<file path="src/acs_pkg.sv">
/*
 * Package for the converter sequencer register block: register offsets,
 * bit positions, reset values, channel codes and the signal bundles that
 * travel between the sequencer and the analogue front end.
 * Assumes an 8-bit register port and one device clock.
 */
package acs_pkg;

	// Register offsets on the register port
	localparam logic [7:0] ADDR_FRONTEND_CTRL  = 8'h2e;
	localparam logic [7:0] ADDR_SCALER_CTRL    = 8'h2f;
	localparam logic [7:0] ADDR_RT_SEL_LOW     = 8'h32;
	localparam logic [7:0] ADDR_RT_SEL_MID     = 8'h33;
	localparam logic [7:0] ADDR_RT_SEL_HIGH    = 8'h34;
	localparam logic [7:0] ADDR_SW_CHAN_SEL    = 8'h35;
	localparam logic [7:0] ADDR_START_STATUS   = 8'h36;
	localparam logic [7:0] ADDR_RT_RES0_LOW    = 8'h37;
	localparam logic [7:0] ADDR_RT_RES0_HIGH   = 8'h38;
	localparam logic [7:0] ADDR_RT_RES1_LOW    = 8'h39;
	localparam logic [7:0] ADDR_RT_RES1_HIGH   = 8'h3a;
	localparam logic [7:0] ADDR_SW_RES_LOW     = 8'h3b;
	localparam logic [7:0] ADDR_SW_RES_HIGH    = 8'h3c;

	// Front-end control bit positions
	localparam int BIT_ISOURCE       = 7;
	localparam int BIT_THERMAL2_MON  = 6;
	localparam int BIT_THERMAL1_MON  = 5;
	localparam int BIT_CH11_DIV      = 4;
	localparam int BIT_SYS_QUARTER   = 3;
	localparam int BIT_CH2_DIV       = 2;
	localparam int BIT_TEMP1_EN      = 0;
	localparam logic [7:0] FRONTEND_WMASK = 8'hfd;

	// Scaler control bit positions
	localparam int BIT_BAT_QUARTER   = 3;
	localparam int BIT_CH18_SCALER   = 2;
	localparam logic [7:0] SCALER_WMASK = 8'h0f;

	// Start/status bit positions
	localparam int BIT_SW_START      = 3;
	localparam int BIT_RT_DONE       = 2;
	localparam int BIT_SW_DONE       = 1;
	localparam int BIT_BUSY          = 0;

	// Reset values
	localparam logic [7:0]  FRONTEND_RESET = 8'h00;
	localparam logic [3:0]  SCALER_RESET   = 4'h0;
	localparam logic [18:0] RT_MASK_RESET  = 19'h0_0000;
	localparam logic [4:0]  SW_CODE_RESET  = 5'h00;
	localparam logic        DONE_RESET     = 1'b1;

	// Channel numbering and read answers while a clash is flagged
	localparam int          NUM_CHANNELS   = 19;
	localparam logic [4:0]  LAST_CHANNEL   = 5'h12;
	localparam logic [7:0]  CLASH_LOW_READ = 8'h00;
	localparam logic [7:0]  CLASH_HIGH_READ = 8'h10;
	localparam logic [1:0]  SENSE_OFF      = 2'h0;

	// Front-end steering bundle
	typedef struct packed {
		logic       thermal2_monitor_enable;
		logic       thermal1_monitor_enable;
		logic       chan11_divider_enable;
		logic       system_supply_quarter_divider;
		logic       chan2_divider_enable;
		logic       input1_temperature_enable;
		logic       battery_quarter_scaler;
		logic       chan18_scaler_enable;
	} acs_frontend_t;

	// Conversion request to the analogue converter
	typedef struct packed {
		logic       start;
		logic [4:0] channel;
	} acs_conv_req_t;

	// Sequencer states
	typedef enum logic [1:0] {
		ST_IDLE,
		ST_RT_FIRST,
		ST_RT_SECOND,
		ST_SW
	} acs_state_t;

endpackage

</file>
<file path="src/acs_sequencer.sv">
/*
 * Conversion sequencer and register file of the general converter.
 * Holds front-end controls, real-time channel mask, software channel code,
 * start/status, and the three result register pairs with read clash flags.
 * Assumes the register port and all pins are synchronous to clk_in, except
 * the real-time start pin, which is synchronised here. The converter answers
 * each start with one conv_done_in pulse carrying the 12-bit result.
 */

`timescale 1ns/1ps

module acs_sequencer (
	input  wire logic                   clk_in,            // 250 MHz device clock
	input  wire logic                   rst_n_in,          // Async reset, active low
	input  wire logic [7:0]             reg_addr_in,       // Register offset
	input  wire logic                   reg_wr_in,         // Write strobe, one cycle
	input  wire logic                   reg_rd_in,         // Read strobe, one cycle
	input  wire logic [7:0]             reg_wdata_in,      // Write data
	output logic      [7:0]             reg_rdata_out,     // Read data, one cycle later
	input  wire logic                   fuse_battery_detect_enable_in, // Fuse bit
	input  wire logic                   realtime_start_pin_in, // Real-time start pin
	input  wire logic                   conv_done_in,      // Converter result valid
	input  wire logic [11:0]            conv_result_in,    // Converter result
	output acs_pkg::acs_conv_req_t      conv_req_out,      // Start pulse and channel
	output acs_pkg::acs_frontend_t      frontend_out,      // Front-end steering
	output logic                        input0_current_source_out, // Input-0 source on
	output logic      [1:0]             input3_sense_current_out,  // Input-3 current code
	output logic                        rt_done_event_out, // Real-time end event pulse
	output logic                        sw_done_event_out  // Software end event pulse
);

	////////////////////////////////////////////////////////////////////////////
	// Helpers

	// Lowest set channel of a mask: bit 5 is valid, bits 4:0 the index
	function automatic logic [5:0] lowest_channel(input logic [18:0] mask);
		logic [5:0] res;
		res = 6'h00;
		for (int i = acs_pkg::NUM_CHANNELS - 1; i >= 0; i--)
		begin
			if (mask[i])
			begin
				res = {1'b1, 5'(i)};
			end
		end
		return res;
	endfunction

	////////////////////////////////////////////////////////////////////////////
	// Declarations

	logic [7:0]          frontend_q;
	logic [3:0]          scaler_q;
	logic [18:0]         rt_mask_q;
	logic [4:0]          sw_code_q;
	logic                rt_done_q;
	logic                sw_done_q;
	logic                rt_pend_q;
	logic                sw_pend_q;
	logic [4:0]          sw_chan_q;
	logic [4:0]          rt_second_q;
	logic                rt_has_second_q;
	logic [11:0]         rt_res0_q;
	logic [11:0]         rt_res1_q;
	logic [11:0]         sw_res_q;
	logic                rt_clash_q;
	logic                sw_clash_q;
	logic [2:0]          pin_sync_q;
	acs_pkg::acs_state_t state_q;
	acs_pkg::acs_state_t state_d;
	logic                conv_start_d;
	logic [4:0]          conv_chan_d;
	logic                rt_end;
	logic                sw_end;
	logic                rt_edge;
	logic                sw_start_wr;
	logic                rt_running;
	logic                sw_running;
	logic [5:0]          rt_first_sel;
	logic [5:0]          rt_second_sel;
	logic                rd_rt_res;
	logic                rd_sw_res;
	logic [7:0]          rdata_d;

	assign rt_running = (state_q == acs_pkg::ST_RT_FIRST) || (state_q == acs_pkg::ST_RT_SECOND);
	assign sw_running = (state_q == acs_pkg::ST_SW);
	assign rt_first_sel  = lowest_channel(rt_mask_q);
	assign rt_second_sel = lowest_channel(rt_mask_q & ~(19'h0_0001 << rt_first_sel[4:0]));

	////////////////////////////////////////////////////////////////////////////
	// Start pin synchroniser and request detection

	// Third stage only serves the edge detector, never the first stage
	always_ff @(posedge clk_in or negedge rst_n_in)
	begin
		if (!rst_n_in)
			pin_sync_q <= 3'h0;
		else
			pin_sync_q <= {pin_sync_q[1:0], realtime_start_pin_in};
	end

	// Edges that land while a real-time request is queued or running are dropped
	assign rt_edge = pin_sync_q[1] && !pin_sync_q[2] && !rt_running && !rt_pend_q;

	// A written zero leaves everything alone; out-of-range codes start nothing
	assign sw_start_wr = reg_wr_in && (reg_addr_in == acs_pkg::ADDR_START_STATUS)
		&& reg_wdata_in[acs_pkg::BIT_SW_START] && (sw_code_q <= acs_pkg::LAST_CHANNEL)
		&& !sw_running && !sw_pend_q;

	////////////////////////////////////////////////////////////////////////////
	// Control registers

	always_ff @(posedge clk_in or negedge rst_n_in)
	begin
		if (!rst_n_in)
		begin
			frontend_q <= acs_pkg::FRONTEND_RESET;
			scaler_q   <= acs_pkg::SCALER_RESET;
			sw_code_q  <= acs_pkg::SW_CODE_RESET;
		end
		else if (reg_wr_in)
		begin
			unique case (reg_addr_in)
				acs_pkg::ADDR_FRONTEND_CTRL:
					frontend_q <= reg_wdata_in & acs_pkg::FRONTEND_WMASK;
				acs_pkg::ADDR_SCALER_CTRL:
					scaler_q <= reg_wdata_in[3:0];
				acs_pkg::ADDR_SW_CHAN_SEL:
					sw_code_q <= reg_wdata_in[4:0];
				default:
					frontend_q <= frontend_q;
			endcase
		end
	end

	// Mask is frozen from request to end so the pair and the read-back stay coherent
	always_ff @(posedge clk_in or negedge rst_n_in)
	begin
		if (!rst_n_in)
			rt_mask_q <= acs_pkg::RT_MASK_RESET;
		else if (reg_wr_in && !rt_running && !rt_pend_q)
		begin
			if (reg_addr_in == acs_pkg::ADDR_RT_SEL_LOW)
				rt_mask_q[7:0] <= reg_wdata_in;
			else if (reg_addr_in == acs_pkg::ADDR_RT_SEL_MID)
				rt_mask_q[15:8] <= reg_wdata_in;
			else if (reg_addr_in == acs_pkg::ADDR_RT_SEL_HIGH)
				rt_mask_q[18:16] <= reg_wdata_in[2:0];
		end
	end

	////////////////////////////////////////////////////////////////////////////
	// Request queue and done flags

	// Done drops as soon as a request is taken, so a queued one also reads zero
	always_ff @(posedge clk_in or negedge rst_n_in)
	begin
		if (!rst_n_in)
		begin
			rt_pend_q <= 1'b0;
			sw_pend_q <= 1'b0;
			rt_done_q <= acs_pkg::DONE_RESET;
			sw_done_q <= acs_pkg::DONE_RESET;
			sw_chan_q <= 5'h00;
		end
		else
		begin
			if (rt_edge)
				rt_pend_q <= 1'b1;
			else if (state_q == acs_pkg::ST_IDLE)
				rt_pend_q <= 1'b0;
			if (sw_start_wr)
			begin
				sw_pend_q <= 1'b1;
				sw_chan_q <= sw_code_q;
			end
			else if (state_q == acs_pkg::ST_IDLE && !rt_pend_q)
				sw_pend_q <= 1'b0;
			if (rt_end)
				rt_done_q <= 1'b1;
			else if (rt_edge)
				rt_done_q <= 1'b0;
			if (sw_end)
				sw_done_q <= 1'b1;
			else if (sw_start_wr)
				sw_done_q <= 1'b0;
		end
	end

	////////////////////////////////////////////////////////////////////////////
	// Sequencer

	// Real-time work wins when both wait; the software request stays queued
	always_comb
	begin
		state_d      = state_q;
		conv_start_d = 1'b0;
		conv_chan_d  = conv_req_out.channel;
		rt_end       = 1'b0;
		sw_end       = 1'b0;
		unique case (state_q)
			acs_pkg::ST_IDLE:
			begin
				if (rt_pend_q)
				begin
					if (rt_first_sel[5])
					begin
						state_d      = acs_pkg::ST_RT_FIRST;
						conv_start_d = 1'b1;
						conv_chan_d  = rt_first_sel[4:0];
					end
					else
						rt_end = 1'b1; // Empty mask ends at once
				end
				else if (sw_pend_q)
				begin
					state_d      = acs_pkg::ST_SW;
					conv_start_d = 1'b1;
					conv_chan_d  = sw_chan_q;
				end
			end
			acs_pkg::ST_RT_FIRST:
			begin
				if (conv_done_in)
				begin
					if (rt_has_second_q)
					begin
						state_d      = acs_pkg::ST_RT_SECOND;
						conv_start_d = 1'b1;
						conv_chan_d  = rt_second_q;
					end
					else
					begin
						state_d = acs_pkg::ST_IDLE;
						rt_end  = 1'b1;
					end
				end
			end
			acs_pkg::ST_RT_SECOND:
			begin
				if (conv_done_in)
				begin
					state_d = acs_pkg::ST_IDLE;
					rt_end  = 1'b1;
				end
			end
			acs_pkg::ST_SW:
			begin
				if (conv_done_in)
				begin
					state_d = acs_pkg::ST_IDLE;
					sw_end  = 1'b1;
				end
			end
		endcase
	end

	always_ff @(posedge clk_in or negedge rst_n_in)
	begin
		if (!rst_n_in)
		begin
			state_q         <= acs_pkg::ST_IDLE;
			conv_req_out    <= '0;
			rt_second_q     <= 5'h00;
			rt_has_second_q <= 1'b0;
		end
		else
		begin
			state_q              <= state_d;
			conv_req_out.start   <= conv_start_d;
			conv_req_out.channel <= conv_chan_d;
			if (state_q == acs_pkg::ST_IDLE && rt_pend_q)
			begin
				rt_second_q     <= rt_second_sel[4:0];
				rt_has_second_q <= rt_second_sel[5];
			end
		end
	end

	// Results land from the converter; the second pair waits for a second channel
	always_ff @(posedge clk_in or negedge rst_n_in)
	begin
		if (!rst_n_in)
		begin
			rt_res0_q <= 12'h000;
			rt_res1_q <= 12'h000;
			sw_res_q  <= 12'h000;
		end
		else if (conv_done_in)
		begin
			if (state_q == acs_pkg::ST_RT_FIRST)
				rt_res0_q <= conv_result_in;
			else if (state_q == acs_pkg::ST_RT_SECOND)
				rt_res1_q <= conv_result_in;
			else if (state_q == acs_pkg::ST_SW)
				sw_res_q <= conv_result_in;
		end
	end

	// End events go to the interrupt controller as one-cycle pulses
	always_ff @(posedge clk_in or negedge rst_n_in)
	begin
		if (!rst_n_in)
		begin
			rt_done_event_out <= 1'b0;
			sw_done_event_out <= 1'b0;
		end
		else
		begin
			rt_done_event_out <= rt_end;
			sw_done_event_out <= sw_end;
		end
	end

	////////////////////////////////////////////////////////////////////////////
	// Read clash flags and read data

	assign rd_rt_res = reg_rd_in && (reg_addr_in >= acs_pkg::ADDR_RT_RES0_LOW)
		&& (reg_addr_in <= acs_pkg::ADDR_RT_RES1_HIGH);
	assign rd_sw_res = reg_rd_in && ((reg_addr_in == acs_pkg::ADDR_SW_RES_LOW)
		|| (reg_addr_in == acs_pkg::ADDR_SW_RES_HIGH));

	// A clashing read in the last cycle of a sequence keeps the flag: set wins
	always_ff @(posedge clk_in or negedge rst_n_in)
	begin
		if (!rst_n_in)
		begin
			rt_clash_q <= 1'b0;
			sw_clash_q <= 1'b0;
		end
		else
		begin
			if (rd_rt_res && rt_running)
				rt_clash_q <= 1'b1;
			else if (!rt_running)
				rt_clash_q <= 1'b0;
			if (rd_sw_res && sw_running)
				sw_clash_q <= 1'b1;
			else if (!sw_running)
				sw_clash_q <= 1'b0;
		end
	end

	// Clash answer applies to the very read that raises the flag
	always_comb
	begin
		rdata_d = 8'h00;
		unique case (reg_addr_in)
			acs_pkg::ADDR_FRONTEND_CTRL: rdata_d = frontend_q;
			acs_pkg::ADDR_SCALER_CTRL:   rdata_d = {4'h0, scaler_q};
			acs_pkg::ADDR_RT_SEL_LOW:    rdata_d = rt_mask_q[7:0];
			acs_pkg::ADDR_RT_SEL_MID:    rdata_d = rt_mask_q[15:8];
			acs_pkg::ADDR_RT_SEL_HIGH:   rdata_d = {5'h00, rt_mask_q[18:16]};
			acs_pkg::ADDR_SW_CHAN_SEL:   rdata_d = {3'h0, sw_code_q};
			acs_pkg::ADDR_START_STATUS:
				rdata_d = {5'h00, rt_done_q, sw_done_q, (state_q != acs_pkg::ST_IDLE)};
			acs_pkg::ADDR_RT_RES0_LOW:
				rdata_d = (rt_clash_q || rt_running) ? acs_pkg::CLASH_LOW_READ
					: rt_res0_q[7:0];
			acs_pkg::ADDR_RT_RES0_HIGH:
				rdata_d = (rt_clash_q || rt_running) ? acs_pkg::CLASH_HIGH_READ
					: {4'h0, rt_res0_q[11:8]};
			acs_pkg::ADDR_RT_RES1_LOW:
				rdata_d = (rt_clash_q || rt_running) ? acs_pkg::CLASH_LOW_READ
					: rt_res1_q[7:0];
			acs_pkg::ADDR_RT_RES1_HIGH:
				rdata_d = (rt_clash_q || rt_running) ? acs_pkg::CLASH_HIGH_READ
					: {4'h0, rt_res1_q[11:8]};
			acs_pkg::ADDR_SW_RES_LOW:
				rdata_d = (sw_clash_q || sw_running) ? acs_pkg::CLASH_LOW_READ
					: sw_res_q[7:0];
			acs_pkg::ADDR_SW_RES_HIGH:
				rdata_d = (sw_clash_q || sw_running) ? acs_pkg::CLASH_HIGH_READ
					: {4'h0, sw_res_q[11:8]};
			default:                     rdata_d = 8'h00;
		endcase
	end

	always_ff @(posedge clk_in or negedge rst_n_in)
	begin
		if (!rst_n_in)
			reg_rdata_out <= 8'h00;
		else if (reg_rd_in)
			reg_rdata_out <= rdata_d;
	end

	////////////////////////////////////////////////////////////////////////////
	// Front-end steering outputs

	// Registered again so every output leaves straight from a flop
	always_ff @(posedge clk_in or negedge rst_n_in)
	begin
		if (!rst_n_in)
		begin
			frontend_out              <= '0;
			input0_current_source_out <= 1'b0;
			input3_sense_current_out  <= acs_pkg::SENSE_OFF;
		end
		else
		begin
			input0_current_source_out <= frontend_q[acs_pkg::BIT_ISOURCE]
				&& fuse_battery_detect_enable_in;
			frontend_out.thermal2_monitor_enable <= frontend_q[acs_pkg::BIT_THERMAL2_MON];
			frontend_out.thermal1_monitor_enable <= frontend_q[acs_pkg::BIT_THERMAL1_MON];
			frontend_out.chan11_divider_enable   <= frontend_q[acs_pkg::BIT_CH11_DIV];
			frontend_out.chan2_divider_enable    <= frontend_q[acs_pkg::BIT_CH2_DIV];
			frontend_out.system_supply_quarter_divider <= frontend_q[acs_pkg::BIT_SYS_QUARTER];
			frontend_out.input1_temperature_enable <= frontend_q[acs_pkg::BIT_TEMP1_EN];
			frontend_out.battery_quarter_scaler  <= scaler_q[acs_pkg::BIT_BAT_QUARTER];
			frontend_out.chan18_scaler_enable    <= scaler_q[acs_pkg::BIT_CH18_SCALER];
			// Current source only burns power while a conversion is under way
			input3_sense_current_out <= (state_d != acs_pkg::ST_IDLE) ? scaler_q[1:0]
				: acs_pkg::SENSE_OFF;
		end
	end

endmodule

</file>
<file path="config.mk">
export PLATFORM = sky130hd
export DESIGN_NAME = acs_sequencer
export DESIGN_NICKNAME = d
export VERILOG_FILES = /design/src/acs_pkg.sv /design/src/acs_sequencer.sv
export SDC_FILE = /design/constraint.sdc
export NUM_CORES = 1
export LEC_CHECK = 0
export BUFFER_PORTS_ARGS = -buffer_cell sky130_fd_sc_hd__buf_4
export CORE_MARGIN = 5
export CORE_UTILIZATION = 50
export CTS_CLUSTER_DIAMETER = 200
export CTS_CLUSTER_SIZE = 28
export DETAILED_ROUTE_END_ITERATION = 10
export GPL_ROUTABILITY_DRIVEN = 0
export HOLD_SLACK_MARGIN = 0.08
export PLACE_DENSITY = 0.71
export SYNTH_ARGS = -nofsm -noshare
export SYNTH_HDL_FRONTEND = slang
export SYNTH_SLANG_ARGS = --single-unit
</file>
<file path="constraint.sdc">
create_clock -name clk_in -period 3.15 [get_ports clk_in]
set_input_delay 0.63 -clock clk_in [delete_from_list [all_inputs] [get_ports clk_in]]
set_output_delay 0.63 -clock clk_in [all_outputs]
set_load 0.02 [all_outputs]
</file>
; After elaboration in Yosys (flattened, before gate mapping)
; Cells that the tools add are included.
[word_totals]
regBits = 120
[classes]
bitwise_logic = 6
n_reduce_logical = 46
n_mux = 84
shift = 1
n_eq_ne = 22
order_cmp = 3
[ops]
columns = op, count
row1 = two-way mux 6 bit, 38
row2 = "== test 8 x 6 -> 1 bit, second input constant", 13
row3 = case mux 8 bit (13 select lines), 1
row4 = two-way mux 5 bit, 8
row5 = two-way mux 8 bit, 3
row6 = two-way mux 1 bit, 23
row7 = bitwise AND 19 bit, 1
row8 = NOT 19 bit, 1
row9 = "<< shifter 1 x 5 -> 19 bit, first input constant", 1
row10 = logical AND 1 bit, 18
row11 = two-way mux 2 bit, 7
row12 = nonzero test 2 bit, 7
row13 = case mux 5 bit (2 select lines), 1
row14 = AND reduction 2 bit, 5
row15 = ">= comparator 8 x 6 -> 1 bit, second input constant", 1
row16 = "<= comparator 8 x 6 -> 1 bit, second input constant", 1
row17 = AND reduction 4 bit, 2
row18 = "!= test 3 bit, second input constant", 2
row19 = case mux 2 bit (3 select lines), 1
row20 = AND reduction 3 bit, 2
row21 = "<= comparator 5 bit, second input constant", 1
row22 = zero test 1 bit, 5
row23 = AND reduction 5 bit, 1
row24 = "== test 2 bit, second input constant", 2
row25 = other kinds (9), 17

; Longest topological paths before layout
[logic_depth]
depth_word = 41
depth_mapped = 11

; Least setup slack after synthesis
; No wires, ideal clock.
[synth_timing]
kind = flip-flop to flip-flop
startpoint = reg rt_mask_q[17]
endpoint = reg rt_second_q[1]
t_arrival_ns = 2.531
path_slack_ns = 0.490
stages_incl_launch_ff = 11
n_path_buf = 1
required_time_ns = 3.021
path_cell_list = dfrtp_1 nor2b_1 o311ai_1 a221oi_2 or3_1 clkbuf_2 or3_1 a32o_1 a21o_1 a2111oi_2 nor2_1
[synth_between]
elab_chain_cells = 40
[synth_rtl]
columns = element, line
row1 = from (decl), acs_sequencer.sv:54  ; logic [18:0] rt_mask_q;
row2 = from (signal assigned), acs_sequencer.sv:140  ; rt_mask_q <= acs_pkg::RT_MASK_RESET;
row3 = from (signal assigned), acs_sequencer.sv:148  ; rt_mask_q[18:16] <= reg_wdata_in[2:0];
row4 = two-way mux 6 bit (18 in a row), acs_sequencer.sv:41  ; if (mask[i])
row5 = << shifter 1 x 5 -> 19 bit, acs_sequencer.sv:88  ; assign rt_second_sel = lowest_channel(rt_mask_q & ~(19'h0_0001 << rt_first_sel[4:0]));
row6 = NOT 19 bit, acs_sequencer.sv:88
row7 = bitwise AND 19 bit (*), acs_sequencer.sv:88
row8 = two-way mux 6 bit (18 in a row), acs_sequencer.sv:41
row9 = two-way mux 6 bit (*), acs_sequencer.sv:41
row10 = to (signal assigned), acs_sequencer.sv:274  ; rt_second_q <= rt_second_sel[4:0];
row11 = to (decl), acs_sequencer.sv:61  ; logic [4:0] rt_second_q;
; Mark *: on every way between the ends. The rest lies on a longest branch, timed or not.
; A chain may end at the register's enable or synchronous reset.

; Worst setup path after layout
; Ends and elaborated chain as after synthesis.

==> impl_metrics.toml <==
[pwr]
power_frac_clock = 0.397
powerDensity_nw_per_um2 = 740.6
intPower_uw = 3755
total_power_uw = 5256
share_comb_of_total_power = 0.201
p_sw_frac = 0.2856
switching_power_uw = 1501
vdd_ir_drop_max_mv = 0.5188
seq_power_share = 0.402
p_leak_uw = 0.003318

[timing]
hold_violations = 0
period_share = 0.9103
setup-tns-final_ps = 0
slew_headroom = 0.5214
max_slew.worst_pin.slew_ps = 715.7
finalMaxSlewViolations = 0
fmax_mhz = 348.7
finClkSkew_ps = 8.220
min_period_ps = 2867
setup_viol = 0
grt_setup_unrepaired = "no"

[finish]
area_growth_pct = 22.66
utilization = 0.6242
nFillCells = 929
ff_latch_area_um2 = 3005
instances_no_fill = 764
n_antenna_cell = 0
multi_input_area_um2 = 2659
final_net_count = 647
drive_gt1_frac = 0.3076

[detailed_routing]
routedWlPerCell_um = 19.56
drt_iter0_drc = 443
vias = 4567
wl_mm = 14.94
firstDrtPassIters = 5
drc_errors = 0
via_per_inst = 5.978
antenna_left = 0

[place]
port_buffers = 61
post-place-cells = 732
dp_hpwl_mm = 10.83

[clock_network]
cts_hold_buf = 0
cts_root_buffer = "clkbuf_16"
clk_path_buf_depth = 2
post_cts_buffers = 0
clock_latency_ps = 420
cts_resized = 0
h-tree-depth = 4
cts.sinks = 120
clkTransAtPathRegs_ps = 50
cts_inserted_buffers = 17
cts_tree = "yes"

[outcome]
status = "finished clean"

[synthesis]
syn-num-nets = 570
async_reset_ff_frac = 1.000
netlist_instances = 531
yosysTopAreaCell = "dfrtp_1"
synth_cell_types = 68
synth.most_common_cell = "dfrtp_1"
ys.flop_type = "dfrtp_1"
ys_top_cells_by_count = "dfrtp_1, mux2_2, nand2_1"
yosysWarnings = 0
syn_avg_cell_area_um2 = 10.90
synth.cell_area_um2 = 5786
ys_ff_latch = 120
ys_seq_area_frac = 0.5195
yosysTopAreaCellShare = 0.5104
synth_area_leaders = "dfrtp_1, mux2_2, nand2_1, nor2_1, o21ai_0"
synth_edf_count = 0

[worst_setup_path]
r2r_cells = 9
cp_slowest_stage_delay_ps = 490
regToRegSetupSlack_ps = 280
path_cells = "nor2b_1, o311ai_1, a221oi_2, or3_1, or3_1, a32o_1, a21o_1, a2111oi_2, nor2_1"
end_kind = "flop"
start_kind = "flop"
critPathSlowestCell = "or3_1"
r2r_start = "rt_mask_q[17]"
r2r_end = "rt_second_q[1]"
required_ps = 3440
path_class = "reg2reg"
worst-endpoint-arrival_ps = 3160
cp_max_fo = 7
cp_common_cell = "or3_1"
cp-startpoint = "rt_mask_q[17]"

[global_route]
grt_usage = 0.2204
grt_pass1_vias = 4575
grt_antenna_before_repair = 0
grt-ovfl-total = 0
grt_max_degree = 55
grt_pass1_wl_mm = 24.37

[floorplan]
start_util = 0.5089
rows = 39
die_w_um = 117.6
coreArea_um2 = 11370
dieHeight_um = 117.6
io_pins = 62
die-area_um2 = 13820

[job]
max-cap-violations = 0

[worst_hold_path]
worst_hold_path_type = "in2async"
## layer usage
layer	vias to the layer above	part of all wire	track usage
li1	2108	-	-
met5	-	0	0
met2	181	0.50	0.3586
met1	2255	0.41	0.2863
met4	0	0.014	0.06667
met3	23	0.069	0.06343
## layout by cell type (no fill, tap or decap), types with 5 or more instances in the layout
master / count
o21ai_0: 32
mux2i_1: 12
mux2_2: 71
nand2_1: 60
nand3_1: 8
a21oi_1: 23
nor2_1: 46
and2_1: 7
nor3_1: 8
clkbuf_16: 17
inv_1: 16
buf_4: 71
dfrtp_1: 118
a221oi_1: 8
a22o_1: 5
or3_1: 5
## worst max-delay path by stage
| stage | to | cells after the start |
|---|---|---|
| floorplan | rt_second_q[1] | 10 |
| global placement | rt_second_q[1] | 9 |
| detailed placement | rt_second_q[1] | 9 |
| CTS | rt_second_q[1] | 9 |
| global route | rt_second_q[1] | 9 |
| finish | rt_second_q[1] | 9 |
## state kept, by name, summed over array words and instances (netlist names), 2 cells and up
register	count
rt_second_q	5
reg_rdata_out	8
input3_sense_current_out	2
sw_res_q	12
state_q	2
conv_req_out	6
rt_res1_q	12
rt_mask_q	19
sw_chan_q	5
rt_res0_q	12
scaler_q	4
frontend_out	8
sw_code_q	5
frontend_q	7
pin_sync_q	3
## logic make-up after synthesis
group,share of synthesized area
mux,0.1590
flops,0.5195
buf+inv,0.02098
fa+ha+maj,0.008651
simple gates,0.1360
compound gates,0.1559
## power by group through the flow
stage	Sequential [uW]	Clock (uW)	Combinational, uW
finish	2110	2090	1060
CTS	2110	2110	1060
global placement	2110	0	1040
global route	2150	2200	1170
detailed placement	2130	0	1060
floorplan	2080	0	737
## through the flow
step                      setup slack [ps]  instance area (um^2)  hold WS [ps]
after floorplan                      490.4                  5786         331.2
after global placement               348.8                  6456         340.7
after detailed placement             319.8                  6456         345.7
after CTS                            307.3                  7097         270.1
after global routing                 16.46                  7097         288.3
final                                282.5                  7097         243.5
## critical path, delay by kind of cell (launching register included)
family	cells	cell delay, ps
compound gates	5	1200
simple gates	4	1100
flops	1	450
## area by class of cell
cell class              count  share of cell area
well taps                 143             0.02521
clock buffers              22             0.06682
flip-flops and latches    120              0.4235
repair buffers             72             0.07793
inverters                  16            0.008463
multi-input cells         381              0.3746
clock inverters            10             0.02345
(Power assumes the default switching activity.)
